--- src/period_timer_pkg.sv ---
// Purpose: Constants for the period match timer and its register map.
// Assumes: AXI4-Lite register access, one 20 MHz clock.
// Notes:   All offsets are byte addresses of aligned 32-bit words.
//
// Notes on behaviour
// - Counter and period both read/write
// - Count input is system clock over four
// - Prescale 1, 4, 16 by bits 1:0
// - Postscale 1..16 by bits 6:3
// - Postscaler output sets match interrupt flag
// - Control bit 2 enables counting
// - Reset clears counter to zero
// - Counter/control write or reset clears scalers
// - Control write keeps counter value
// - Match pulse offered as PWM time base
// - Match output offered as serial shift clock
package period_timer_pkg;
  // ----------------------------------------------------------------
  // Register map
  // ----------------------------------------------------------------
  localparam logic [7:0] OFF_COUNTER = 8'h00;  // tick_counter
  localparam logic [7:0] OFF_PERIOD  = 8'h04;  // period_limit
  localparam logic [7:0] OFF_CONTROL = 8'h08;  // timer_control
  localparam logic [7:0] OFF_STATUS  = 8'h0c;  // peripheral_irq_flags
  localparam logic [7:0] OFF_MASK    = 8'h10;  // interrupt mask
  // ----------------------------------------------------------------
  // Fields and reset values
  // ----------------------------------------------------------------
  localparam int         RUN_BIT      = 2;
  localparam int         PRE_LSB      = 0;
  localparam int         POST_LSB     = 3;
  localparam int         IRQ_BIT      = 1;
  localparam logic [6:0] CONTROL_MASK = 7'h7f;
  localparam logic [7:0] COUNTER_RST  = 8'h00;
  localparam logic [7:0] PERIOD_RST   = 8'hff;
  localparam logic [6:0] CONTROL_RST  = 7'h00;
  localparam logic [7:0] STATUS_MASK  = 8'h02;
  // ----------------------------------------------------------------
  // Timing
  // ----------------------------------------------------------------
  localparam logic [1:0] INSTR_DIV_LAST = 2'h3;   // oscillator over four
  localparam logic [1:0] RESP_OKAY      = 2'h0;
  localparam logic [1:0] RESP_SLVERR    = 2'h2;
  // Prescale code to terminal count
  function automatic logic [3:0] preLast(input logic [1:0] sel);
    if (sel == 2'h0) begin
      return 4'h0;
    end else if (sel == 2'h1) begin
      return 4'h3;
    end else begin
      return 4'hf;
    end
  endfunction
endpackage

--- src/period_match_timer.sv ---
// Register access over AXI4-Lite and the register addresses were decided locally.
`timescale 1ns/1ps
// Purpose: AXI4-Lite period match timer with sticky interrupt status.
// Assumes: One write and one read in flight at most; data 32 bits.
// Notes:   Unmapped addresses answer SLVERR; reads of them return zero.
module period_match_timer
  import period_timer_pkg::*;
(
  // Clock and reset
  input  wire logic        clock,
  input  wire logic        sys_rst,
  // Write address channel
  input  wire logic [7:0]  s_axi_awaddr,
  input  wire logic        s_axi_awvalid,
  output logic             s_axi_awready,
  // Write data channel
  input  wire logic [31:0] s_axi_wdata,
  input  wire logic [3:0]  s_axi_wstrb,
  input  wire logic        s_axi_wvalid,
  output logic             s_axi_wready,
  // Write response channel
  output logic [1:0]       s_axi_bresp,
  output logic             s_axi_bvalid,
  input  wire logic        s_axi_bready,
  // Read address channel
  input  wire logic [7:0]  s_axi_araddr,
  input  wire logic        s_axi_arvalid,
  output logic             s_axi_arready,
  // Read data channel
  output logic [31:0]      s_axi_rdata,
  output logic [1:0]       s_axi_rresp,
  output logic             s_axi_rvalid,
  input  wire logic        s_axi_rready,
  // Timer outputs
  output logic             pwmTimeBase,
  output logic             serialShiftClock,
  output logic             irq
);
  // ----------------------------------------------------------------
  // State
  // ----------------------------------------------------------------
  logic [7:0]  awAddr_reg, awAddr_next;     // Captured write address
  logic        awHave_reg, awHave_next;
  logic [31:0] wData_reg, wData_next;       // Captured write data
  logic        wStrb0_reg, wStrb0_next;     // Low lane enable
  logic        wHave_reg, wHave_next;
  logic        bValid_reg, bValid_next;
  logic [1:0]  bResp_reg, bResp_next;
  logic        rValid_reg, rValid_next;
  logic [1:0]  rResp_reg, rResp_next;
  logic [31:0] rData_reg, rData_next;
  // Register file
  logic [7:0]  period_reg, period_next;     // period_limit
  logic [6:0]  control_reg, control_next;   // timer_control
  logic [7:0]  status_reg, status_next;     // peripheral_irq_flags
  logic [7:0]  mask_reg, mask_next;
  // Output pulses and interrupt line
  logic        irq_reg, irq_next;
  logic        pwm_reg, pwm_next;           // Time base pulse to the PWM unit
  logic        shiftClk_reg, shiftClk_next; // Same pulse offered as a shift clock
  // Channel readies are registered so that no output passes through gates
  logic        awReady_reg, awReady_next;   // Write address slot free
  logic        wReady_reg, wReady_next;     // Write data slot free
  logic        arReady_reg, arReady_next;   // Read answer slot free
  // Write-one-to-clear strobe of the flag register
  logic        statusClear;
  // Core strobes
  logic        counterLoad;
  logic        scalerClear;
  logic        doWrite;
  logic [7:0]  countValue;
  logic        matchPulse;
  logic        postPulse;
  logic [7:0]  wByte;

  // Address map membership
  function automatic logic mapped(input logic [7:0] a);
    return (a == OFF_COUNTER) || (a == OFF_PERIOD) || (a == OFF_CONTROL)
        || (a == OFF_STATUS) || (a == OFF_MASK);
  endfunction

  // ----------------------------------------------------------------
  // Counting chain
  // ----------------------------------------------------------------
  timer_core u_core (
    .clock       (clock),
    .sys_rst     (sys_rst),
    .runEnable   (control_reg[RUN_BIT]),
    .preSelect   (control_reg[PRE_LSB +: 2]),
    .postSelect  (control_reg[POST_LSB +: 4]),
    .periodValue (period_reg),
    .counterLoad (counterLoad),
    .counterData (wByte),
    .scalerClear (scalerClear),
    .countValue  (countValue),
    .matchPulse  (matchPulse),
    .postPulse   (postPulse)
  );

  // ----------------------------------------------------------------
  // Write strobes
  // ----------------------------------------------------------------
  // Writes commit when both halves are held and the response slot is free
  assign doWrite     = awHave_reg && wHave_reg && !bValid_reg;
  assign wByte       = wData_reg[7:0];
  // A strobe-less write stores nothing and so clears nothing either
  assign counterLoad = doWrite && wStrb0_reg && (awAddr_reg == OFF_COUNTER);
  assign scalerClear = doWrite && wStrb0_reg
                       && ((awAddr_reg == OFF_COUNTER) || (awAddr_reg == OFF_CONTROL));
  // Flag clear request; a match in the same cycle still wins
  assign statusClear = doWrite && wStrb0_reg && (awAddr_reg == OFF_STATUS);

  // ----------------------------------------------------------------
  // Write path and registers
  // ----------------------------------------------------------------
  // One process computes every next value of the write side
  always_comb begin
    awAddr_next  = awAddr_reg;
    awHave_next  = awHave_reg;
    wData_next   = wData_reg;
    wStrb0_next  = wStrb0_reg;
    wHave_next   = wHave_reg;
    bValid_next  = bValid_reg;
    bResp_next   = bResp_reg;
    period_next  = period_reg;
    control_next = control_reg;
    mask_next    = mask_reg;
    status_next  = status_reg;
    // Accept each half independently
    if (s_axi_awvalid && !awHave_reg) begin
      awAddr_next = s_axi_awaddr;
      awHave_next = 1'b1;
    end
    if (s_axi_wvalid && !wHave_reg) begin
      wData_next  = s_axi_wdata;
      wStrb0_next = s_axi_wstrb[0];
      wHave_next  = 1'b1;
    end
    // The response leaves once the master has taken it
    if (bValid_reg && s_axi_bready) begin
      bValid_next = 1'b0;
    end
    // Commit: both halves present and the response slot free
    if (doWrite) begin
      awHave_next = 1'b0;
      wHave_next  = 1'b0;
      bValid_next = 1'b1;
      bResp_next  = mapped(awAddr_reg) ? RESP_OKAY : RESP_SLVERR;
      // Only byte lane 0 carries register bits
      if (wStrb0_reg) begin
        if (awAddr_reg == OFF_PERIOD) begin
          period_next = wByte;
        end else if (awAddr_reg == OFF_CONTROL) begin
          control_next = wByte[6:0] & CONTROL_MASK;
        end else if (awAddr_reg == OFF_STATUS) begin
          status_next = status_reg & ~wByte;  // Write one to clear
        end else if (awAddr_reg == OFF_MASK) begin
          mask_next = wByte & STATUS_MASK;
        end
      end
    end
    // A new match outranks a simultaneous clear
    if (postPulse) begin
      status_next[IRQ_BIT] = 1'b1;
    end
    // Readies follow the slot state that the next edge will hold
    awReady_next = !awHave_next;
    wReady_next  = !wHave_next;
  end

  // ----------------------------------------------------------------
  // Read path and outputs
  // ----------------------------------------------------------------
  // One process computes the read answer and the output pulses
  always_comb begin
    rValid_next = rValid_reg;
    rResp_next  = rResp_reg;
    rData_next  = rData_reg;
    // The answer leaves once the master has taken it
    if (rValid_reg && s_axi_rready) begin
      rValid_next = 1'b0;
    end
    // A new read is answered on the next edge
    if (s_axi_arvalid && !rValid_reg) begin
      rValid_next = 1'b1;
      rResp_next  = mapped(s_axi_araddr) ? RESP_OKAY : RESP_SLVERR;
      // Upper bits and unmapped words read as zero
      rData_next  = 32'h0000_0000;
      if (s_axi_araddr == OFF_COUNTER) begin
        rData_next[7:0] = countValue;
      end else if (s_axi_araddr == OFF_PERIOD) begin
        rData_next[7:0] = period_reg;
      end else if (s_axi_araddr == OFF_CONTROL) begin
        rData_next[6:0] = control_reg;
      end else if (s_axi_araddr == OFF_STATUS) begin
        rData_next[7:0] = status_reg;
      end else if (s_axi_araddr == OFF_MASK) begin
        rData_next[7:0] = mask_reg;
      end
    end
    // A held answer blocks the next read address until it is taken
    arReady_next  = !rValid_next;
    // Built from the next flags so the line moves with them
    irq_next      = |(status_next & mask_next);
    // Both consumers see the same one-cycle match pulse
    pwm_next      = matchPulse;
    shiftClk_next = matchPulse;
  end

  // Registers only
  always_ff @(posedge clock) begin
    if (sys_rst) begin
      // Bus side empty, nothing held or answered
      awAddr_reg  <= 8'h00;
      awHave_reg  <= 1'b0;
      wData_reg   <= 32'h0000_0000;
      wStrb0_reg  <= 1'b0;
      wHave_reg   <= 1'b0;
      bValid_reg  <= 1'b0;
      bResp_reg   <= RESP_OKAY;
      rValid_reg  <= 1'b0;
      rResp_reg   <= RESP_OKAY;
      rData_reg   <= 32'h0000_0000;
      // Register file to its reset state
      period_reg  <= PERIOD_RST;
      control_reg <= CONTROL_RST;
      status_reg  <= 8'h00;
      mask_reg    <= 8'h00;
      irq_reg     <= 1'b0;
      pwm_reg     <= 1'b0;
      shiftClk_reg <= 1'b0;
      awReady_reg  <= 1'b1;  // Slots start empty and so ready
      wReady_reg   <= 1'b1;
      arReady_reg  <= 1'b1;
    end else begin
      // Every register moves on every edge
      awAddr_reg  <= awAddr_next;
      awHave_reg  <= awHave_next;
      wData_reg   <= wData_next;
      wStrb0_reg  <= wStrb0_next;
      wHave_reg   <= wHave_next;
      bValid_reg  <= bValid_next;
      bResp_reg   <= bResp_next;
      rValid_reg  <= rValid_next;
      rResp_reg   <= rResp_next;
      rData_reg   <= rData_next;
      period_reg  <= period_next;
      control_reg <= control_next;
      status_reg  <= status_next;
      mask_reg    <= mask_next;
      irq_reg     <= irq_next;
      pwm_reg     <= pwm_next;
      shiftClk_reg <= shiftClk_next;
      awReady_reg  <= awReady_next;
      wReady_reg   <= wReady_next;
      arReady_reg  <= arReady_next;
    end
  end

  // ----------------------------------------------------------------
  // Outputs, each straight from its register
  // ----------------------------------------------------------------
  assign s_axi_awready    = awReady_reg;
  assign s_axi_wready     = wReady_reg;
  assign s_axi_bvalid     = bValid_reg;
  assign s_axi_bresp      = bResp_reg;
  assign s_axi_arready    = arReady_reg;
  assign s_axi_rvalid     = rValid_reg;
  assign s_axi_rresp      = rResp_reg;
  assign s_axi_rdata      = rData_reg;
  assign pwmTimeBase      = pwm_reg;
  assign serialShiftClock = shiftClk_reg;
  assign irq              = irq_reg;

  // ----------------------------------------------------------------
  // Checks
  // ----------------------------------------------------------------
  a_flag_sets: assert property (@(posedge clock) disable iff (sys_rst)
    postPulse |=> status_reg[IRQ_BIT])
    else $error("match flag not set");
  a_ctrl_keeps_count: assert property (@(posedge clock) disable iff (sys_rst)
    (doWrite && awAddr_reg == OFF_CONTROL && !control_reg[RUN_BIT]) |=> $stable(countValue))
    else $error("control write changed counter");
  a_bit7_zero: assert property (@(posedge clock) disable iff (sys_rst)
    (rValid_reg && $rose(rValid_reg) && $past(s_axi_araddr) == OFF_CONTROL) |-> !s_axi_rdata[7])
    else $error("control bit 7 not zero");
  a_pwm_follows: assert property (@(posedge clock) disable iff (sys_rst)
    matchPulse |=> pwmTimeBase && serialShiftClock)
    else $error("time base not driven");
  a_load_count: assert property (@(posedge clock) disable iff (sys_rst)
    counterLoad |=> (countValue == $past(wByte)))
    else $error("counter write lost");
  a_ready_tracks: assert property (@(posedge clock) disable iff (sys_rst)
    (s_axi_awready == !awHave_reg) && (s_axi_wready == !wHave_reg) && (s_axi_arready == !rValid_reg))
    else $error("channel ready out of step");
  a_flag_sticky: assert property (@(posedge clock) disable iff (sys_rst)
    (status_reg[IRQ_BIT] && !statusClear) |=> status_reg[IRQ_BIT])
    else $error("match flag lost without clear");
  a_irq_level: assert property (@(posedge clock) disable iff (sys_rst)
    irq == |(status_reg & mask_reg))
    else $error("interrupt line disagrees with flags");
  // Main scenarios reached
  c_irq: cover property (@(posedge clock) disable iff (sys_rst) irq);
  c_write: cover property (@(posedge clock) disable iff (sys_rst) doWrite);
  c_read: cover property (@(posedge clock) disable iff (sys_rst) rValid_reg && s_axi_rready);
endmodule

--- src/timer_core.sv ---
`timescale 1ns/1ps
// Purpose: Count chain: divide by four, prescaler, counter, postscaler.
// Assumes: Loads and clears are single-cycle pulses from the register file.
// Notes:   Match and flag pulses are one cycle wide.
module timer_core
  import period_timer_pkg::*;
(
  // Clock and reset
  input  wire logic       clock,
  input  wire logic       sys_rst,
  // Control
  input  wire logic       runEnable,
  input  wire logic [1:0] preSelect,
  input  wire logic [3:0] postSelect,
  input  wire logic [7:0] periodValue,
  input  wire logic       counterLoad,
  input  wire logic [7:0] counterData,
  input  wire logic       scalerClear,
  // Results
  output logic      [7:0] countValue,
  output logic            matchPulse,
  output logic            postPulse
);
  logic [1:0] quarter_reg, quarter_next;  // Instruction-cycle divider
  logic [3:0] pre_reg, pre_next;          // Prescale count
  logic [3:0] post_reg, post_next;        // Postscale count
  logic [7:0] cnt_reg, cnt_next;          // Counter
  logic       match_reg, match_next;
  logic       postOut_reg, postOut_next;  // Postscaler output pulse
  logic       tick;

  // ----------------------------------------------------------------
  // Next-state logic
  // ----------------------------------------------------------------
  always_comb begin
    quarter_next  = quarter_reg;
    pre_next      = pre_reg;
    post_next     = post_reg;
    cnt_next      = cnt_reg;
    match_next    = 1'b0;
    postOut_next  = 1'b0;
    tick          = 1'b0;
    if (runEnable) begin
      quarter_next = quarter_reg + 2'h1;
      if (quarter_reg == INSTR_DIV_LAST) begin
        if (pre_reg >= preLast(preSelect)) begin
          pre_next = 4'h0;
          tick     = 1'b1;
        end else begin
          pre_next = pre_reg + 4'h1;
        end
      end
    end
    if (tick) begin
      if (cnt_reg == periodValue) begin
        cnt_next   = COUNTER_RST;
        match_next = 1'b1;
        if (post_reg >= postSelect) begin
          post_next     = 4'h0;
          postOut_next  = 1'b1;
        end else begin
          post_next = post_reg + 4'h1;
        end
      end else begin
        cnt_next = cnt_reg + 8'h01;
      end
    end
    // Write clears scalers; the counter still moves on a tick in the same cycle or on its own load
    if (scalerClear) begin
      pre_next      = 4'h0;
      post_next     = 4'h0;
      quarter_next  = 2'h0;
      postOut_next  = 1'b0;
    end
    if (counterLoad) begin
      cnt_next   = counterData;
      match_next = 1'b0;
    end
  end

  // Registers only
  always_ff @(posedge clock) begin
    if (sys_rst) begin
      quarter_reg  <= 2'h0;
      pre_reg      <= 4'h0;
      post_reg     <= 4'h0;
      cnt_reg      <= COUNTER_RST;
      match_reg    <= 1'b0;
      postOut_reg  <= 1'b0;
    end else begin
      quarter_reg  <= quarter_next;
      pre_reg      <= pre_next;
      post_reg     <= post_next;
      cnt_reg      <= cnt_next;
      match_reg    <= match_next;
      postOut_reg  <= postOut_next;
    end
  end

  assign countValue = cnt_reg;
  assign matchPulse = match_reg;
  assign postPulse  = postOut_reg;

  // ----------------------------------------------------------------
  // Checks
  // ----------------------------------------------------------------
  a_stop_holds: assert property (@(posedge clock) disable iff (sys_rst)
    (!runEnable && !counterLoad) |=> (cnt_reg == $past(cnt_reg)))
    else $error("counter moved while stopped");
  a_match_wraps: assert property (@(posedge clock) disable iff (sys_rst)
    match_reg |-> (cnt_reg == COUNTER_RST))
    else $error("match without counter wrap");
  a_post_needs_match: assert property (@(posedge clock) disable iff (sys_rst)
    postOut_reg |-> match_reg)
    else $error("postscaler fired without match");
  a_clear_scalers: assert property (@(posedge clock) disable iff (sys_rst)
    scalerClear |=> (pre_reg == 4'h0 && post_reg == 4'h0))
    else $error("scalers not cleared");
  a_tick_spacing: assert property (@(posedge clock) disable iff (sys_rst)
    (runEnable && quarter_reg == 2'h0 && !scalerClear) |=> (quarter_reg == 2'h1))
    else $error("instruction divider did not advance");
  c_match: cover property (@(posedge clock) disable iff (sys_rst) match_reg);
  c_post: cover property (@(posedge clock) disable iff (sys_rst) postOut_reg);
endmodule

--- config.mk ---
export PLATFORM = sky130hd
export DESIGN_NAME = period_match_timer
export DESIGN_NICKNAME = d
export VERILOG_FILES = /design/src/period_timer_pkg.sv /design/src/period_match_timer.sv /design/src/timer_core.sv
export SDC_FILE = /design/constraint.sdc
export NUM_CORES = 1
export LEC_CHECK = 0
export ABC_AREA = 0
export BUFFER_PORTS_ARGS = -buffer_cell sky130_fd_sc_hd__buf_2
export CORE_MARGIN = 3
export CORE_UTILIZATION = 45
export DETAILED_ROUTE_END_ITERATION = 8
export PLACE_DENSITY = 0.73
export SLEW_MARGIN = 20
export SYNTH_ARGS = -nofsm -noshare
export SYNTH_HDL_FRONTEND = slang
export SYNTH_SLANG_ARGS = --single-unit
--- constraint.sdc ---
create_clock -name clock -period 1.9 [get_ports clock]
set_input_delay 0.19 -clock clock [delete_from_list [all_inputs] [get_ports clock]]
set_output_delay 0.19 -clock clock [all_outputs]
set_load 0.05 [all_outputs]
# After elaboration in Yosys (flattened, before gate mapping)
# Index checks and enable logic that the tools add are counted.
# word_totals
n_memories,0
register_bits,89
ramBits,0
wordCells,129
out_inout_bits,44
romBits,0
latch_bits,0
in_bits,59
# classes
shifts,0
n_mux,42
order_cmp,2
bitwise,6
reduce_logical,39
add_sub_neg,4
eq_ne,11
multipliers,0
div,0
# ops
operator,n
two-way mux 8 bit,18
equality test 8 x 4 -> 1 bit (second input constant),4
two-way mux 4 bit,6
AND 8 bit,2
equality test 8 x 3 -> 1 bit (second input constant),2
equality test 8 x 5 -> 1 bit (second input constant),2
zero test 8 bit,2
two-way mux 1 bit,15
logical AND 1 bit,10
logical OR 1 bit,9
adder 4 x 1 -> 4 bit (second input constant),2
adder 8 x 1 -> 8 bit (second input constant),1
equality test 8 bit,1
greater-or-equal comparator 4 bit,2
NOT 8 bit,1
OR reduction 8 bit,1
zero test 1 bit,7
two-way mux 7 bit,1
two-way mux 2 bit,2
AND reduction 2 bit,2
AND reduction 4 bit,1
nonzero test 2 bit,2
OR reduction 4 bit,1
NOT 1 bit,3
7 further kinds,7

# Longest topological paths before layout
# logic_depth
ltp_word,11
depth_mapped,9
mapped_depth_nobuf,8

# By module
# Synthesis repeated with hierarchy kept, for this count alone.
# unflattened
cells_unflattened,521
hier_area_um2,4468.0
# by_module_without_submodules
mod,instances,area_per_inst_um2,cells_each,seq_area_each_um2
period_match_timer,1,3056.7,351,1341.3
timer_core,1,1411.4,170,400.4

# Worst setup path before layout
# No wires, ideal clock.
# synth_path
kind,register to register
start,"register bValid_reg, in the netlist s_axi_bvalid"
end,"register irq_reg, in the netlist irq"
slack_ns,-0.137
path_stages_with_launch,7
path_buffers,0
period_less_slack_ns,2.037
required_time_ns,1.780
setup_ns,0.120
t_arrival_ns,1.918
path_cell_list,dfxtp_1 > nand3b_1 > nor4_4 > a21boi_1 > a22oi_1 > nand3_1 > a211o_1
# synth_via
elab_chain_cells,6
word_cells_on_any_way,7
cone_classes,3 x mux; 1 x bitwise; 3 x reduce/logical
# synth_rtl
element,line_no,text
start: declaration,period_match_timer.sv:47,"logic bValid_reg, bValid_next;"
start signal: assignment,period_match_timer.sv:242,bValid_reg <= bValid_next;
zero test 1 bit (*),period_match_timer.sv:104,assign doWrite = awHave_reg && wHave_reg && !bValid_reg;
logical AND 1 bit (*),period_match_timer.sv:104,
two-way mux 8 bit,period_match_timer.sv:144,if (doWrite) begin
two-way mux 1 bit,period_match_timer.sv:163,if (postPulse) begin
AND 8 bit (*),period_match_timer.sv:204,irq_next = |(status_next & mask_next);
OR reduction 8 bit (*),period_match_timer.sv:204,
end signal: assignment,period_match_timer.sv:251,irq_reg <= irq_next;
end: declaration,period_match_timer.sv:58,"logic irq_reg, irq_next;"
# Mark *: on every way between the ends. The rest lies on a longest branch, timed or not.
# A chain may end at the register's enable or synchronous reset.

# Worst setup path after layout
# layout_path
start,register awAddr_reg[5]
end,"register irq_reg, in the netlist irq"
# layout_via
elab_chain_cells,9
word_cells_on_any_way,18
cone_classes,4 x eq/ne; 12 x mux; 1 x bitwise; 1 x reduce/logical
# layout_rtl
element,line_no,text
start: declaration,period_match_timer.sv:42,"logic [7:0] awAddr_reg, awAddr_next;"
start signal: assignment,period_match_timer.sv:237,awAddr_reg <= awAddr_next;
equality test 8 x 5 -> 1 bit / equality test 8 x 4 -> 1 bit (equally long branches),"period_match_timer.sv:157, period_match_timer.sv:155",
"two-way mux 8 bit, on equally long branches","period_match_timer.sv:157, period_match_timer.sv:155",
"two-way mux 8 bit, on equally long branches","period_match_timer.sv:155, period_match_timer.sv:153",
"two-way mux 8 bit, on equally long branches","period_match_timer.sv:153, period_match_timer.sv:151",
"two-way mux 8 bit, on equally long branches","period_match_timer.sv:151, period_match_timer.sv:150",
"two-way mux 8 bit, on equally long branches","period_match_timer.sv:150, period_match_timer.sv:144",
two-way mux 8 bit / two-way mux 1 bit (equally long branches),"period_match_timer.sv:144, period_match_timer.sv:163",
AND 8 bit (*),period_match_timer.sv:204,
OR reduction 8 bit (*),period_match_timer.sv:204,
# Marked as above.

==> flow_metrics.py <==
metrics = {
    "grt": {
        "grt_max_degree": 29,
        "track_usage_pct": 18.9,
        "grt_pass1_wl_microns": 16800,
        "grt_pass1_vias": 3606,
        "globalRouteOverflowTotal": 0,
        "grt_antenna_before_repair": 0,
    },
    "run_status": {
        "outcome": "complete, but fails checks",
        "failed_checks": "negative setup slack",
    },
    "worst_setup_path": {
        "crit_path_max_fanout": 6,
        "worst_path_max_delay_cell": "or3_4",
        "crit_end": "irq",
        "r2r-end": "irq",
        "worstSetupPathType": "reg2reg",
        "reg2reg_depth": 7,
        "r2r_slack_ps": -70,
        "cp.depth": 7,
        "r2r_start": "awAddr_reg[5]",
        "worstPathRequired_ps": 2140,
        "crit_start": "awAddr_reg[5]",
        "end_kind": "flop",
        "arrival_ps": 2210,
        "worstPathBufferInverterCount": 1,
        "start_kind": "flop",
        "crit_path_cell_trace": "or3_4, buf_4, nor3_4, a31oi_1, o21ba_2, nor2b_1, a211o_1",
        "slowest_delay_ps": 420,
        "cp_top_family": "simple AND/OR/NAND/NOR gates",
    },
    "floorplan": {
        "die_w_microns": 104,
        "die_height_microns": 104,
        "dieArea_sq_mm": 0.0108,
        "placementRows": 35,
        "io_pins": 103,
        "initial_core_util_pct": 46.6,
        "core_area_sq_mm": 0.00928,
    },
    "sta": {
        "slew_viol_final": 0,
        "fin_crit_ps": 1970,
        "finClkSkew_ps": 6.73,
        "finalSetupViolations": 8,
        "final_hold_viol_count": 0,
        "grt_setup_unrepaired": "true",
        "finalCritPeriodShare_pct": 103,
        "tightest_slew_ps": 589,
        "timing.fmax_ghz": 0.509,
        "maxSlewHeadroom_pct": 60.7,
        "whs_ps": 70.6,
        "worst_slack_ps": -65.6,
    },
    "pwr": {
        "irDropWorstVdd_mv": 0.589,
        "power_frac_comb_pct": 13.2,
        "leakage_nw": 2.14,
        "power_mw": 3.61,
        "p_int_mw": 2.60,
        "swShare_pct": 27.8,
        "p_switching_mw": 1.00,
        "powerDensity_mw_per_mm2": 695,
        "seqPwrFrac_pct": 52.9,
        "p_clk_share_pct": 33.9,
    },
    "cells_and_area": {
        "drive_gt1_share_pct": 24.7,
        "fin_nets": 661,
        "fin_util_pct": 55.9,
        "syn_to_final_growth_pct": 20.0,
        "register_area_sq_mm": 0.00175,
        "num_antenna_cells": 0,
        "n_fill_cell": 844,
        "multiInputGateArea_sq_mm": 0.00239,
    },
    "synthesis": {
        "synth.distinct_cells": 55,
        "synth_seq_area_share_pct": 40.3,
        "synth_area_sq_mm": 0.00433,
        "async_flop_share_pct": 0,
        "syn_inst": 506,
        "syn-mean-instance-area_sq_um": 8.55,
        "synth_edf_count": 0,
        "ys_warn_count": 0,
        "synth_ff_type": "dfxtp_1",
        "ys_ff_latch": 87,
    },
    "drt": {
        "drtIter0Drc": 200,
        "via_count": 3788,
        "avgViaCountPerCell": 5.24,
        "ant_nets": 0,
        "drc_errors": 0,
        "routed_wl_microns": 10600,
        "dr.pass1.iters": 4,
        "detail_route.wl_per_cell_microns": 14.7,
    },
    "clocking": {
        "cts_made_buffers": 9,
        "clock_latency_ps": 350,
        "clk_pin_slew_ps": 80,
        "clockBufferDepth": 2,
        "cts_tree": "yes",
        "cts.sink_count": 87,
        "cts_root_buf": "clkbuf_8",
        "htree_levels": 3,
        "cts_hold_buffers": 0,
    },
    "flow_run": {
        "maxCapViolCount": 0,
    },
    "placed_design": {
        "port_buffers": 49,
        "gp_congestion": 0.885,
        "dpl.hpwl_microns": 7810,
        "dp_slack_ps": -149,
    },
    "hold_path": {
        "hold_class": "in2reg",
    },
}
-- repair_timing --
| item | CTS | global route |
|---|---|---|
| endpoints found under the setup margin | 18 | 32 |
| gates resized for setup | 16 | 14 |
| buffers inserted | 4 | 3 |
| pin swaps | 20 | 7 |
-- cells in the mapped netlist (3+ instances only) --
library cell	n	share of area, %
dfxtp_1	87	40
o22ai_1	4	0.58
a21o_1	5	0.87
nand3b_1	5	0.87
nand2b_1	12	1.7
and3_1	6	0.87
nand2_1	54	4.7
ha_1	12	3.5
nand4_1	5	0.72
and2_1	8	1.2
xnor2_1	11	2.2
a211o_1	9	1.8
o21ai_0	15	1.7
nand3_1	9	1.0
a32o_1	4	0.93
o21bai_1	4	0.69
a21oi_1	45	5.2
buf_4	27	4.7
nor3_4	3	1.1
a311oi_1	4	0.81
nor2b_1	20	2.9
xor2_1	3	0.61
a31oi_1	9	1.3
clkbuf_1	17	1.5
a211oi_1	6	1.0
nor2_1	51	4.4
inv_1	19	1.6
mux2i_1	19	4.4
-- worst min path at each step --
stage	slack, ps	to	from	depth (start not counted)
finish	70	awAddr_reg[1]	s_axi_awaddr[1]	3
global route	60	awAddr_reg[7]	s_axi_awaddr[7]	3
CTS	60	wData_reg[3]	s_axi_wdata[3]	3
detailed placement	430	s_axi_arready	s_axi_rready	2
global placement	420	s_axi_arready	s_axi_rready	2
floorplan	320	s_axi_awready	s_axi_awvalid	1
-- metal layers --
| layer | share of wire [%] | global-route usage (%) | wire (microns) | up-vias |
|---|---|---|---|---|
| li1 | - | - | - | 1870 |
| met1 | 42 | 23.0 | 4430 | 1774 |
| met2 | 49 | 32.8 | 5250 | 125 |
| met3 | 7.4 | 4.84 | 787 | 19 |
| met4 | 1.7 | 5.41 | 176 | 0 |
| met5 | 0 | 0 | 0 | - |
-- worst reg2reg max path: stages, from the launching register on --
cell and delay [ps]:
dfxtp_2 330, or3_4 420, buf_4 160, nor3_4 230, a31oi_1 130, o21ba_2 220, nor2b_1 130, a211o_1 250
-- area by class of cell --
cell class / count / share of cell area [%]
clock inverter: 4 / 0.916
clock buffer: 11 / 2.53
tap: 129 / 3.11
multi-input combinational: 376 / 46.1
timing repair buffer: 97 / 12.3
inverter: 19 / 1.37
sequential: 87 / 33.7
-- placed cells by master, fill, tap and decap left out, types with 10 or more instances in the layout --
cell type,n
a21oi_1,44
buf_2,49
buf_4,42
conb_1,26
dfxtp_1,81
ha_1,10
inv_1,18
mux2i_1,19
nand2_1,51
nand2b_1,11
nor2_1,51
nor2b_1,20
o21ai_0,13
xnor2_1,11
-- cells by family (layout without fill, tap and decap cells) --
| logic type | after synthesis | in the layout | synth area share [%] |
|---|---|---|---|
| flops | 87 | 87 | 40.3 |
| xor+xnor | 14 | 14 | 2.83 |
| mux | 19 | 19 | 4.40 |
| fa+ha+maj | 12 | 12 | 3.47 |
| simple gates | 190 | 190 | 23.5 |
| compound gates | 115 | 115 | 17.0 |
| other cells | 1 | 26 | 0.0867 |
| buf+inv | 68 | 131 | 8.48 |
-- metrics by stage --
stage	cells	cell area [sq um]	TNS, ps
floorplan	531	4430	-33.5
global placement	701	4860	-584
detailed placement	701	4860	-1590
CTS	720	5120	-66.4
global route	723	5190	-1460
finish	723	5190	-337
-- power by group through the flow --
stage	Clock, mW	Sequential (mW)	Combinational, mW
floorplan	0	1.98	0.329
CTS	1.24	1.91	0.471
global route	1.31	1.91	0.510
detailed placement	0	1.95	0.464
finish	1.22	1.91	0.476
global placement	0	1.95	0.457
Note: power is estimated with default switching activity, not from simulation.
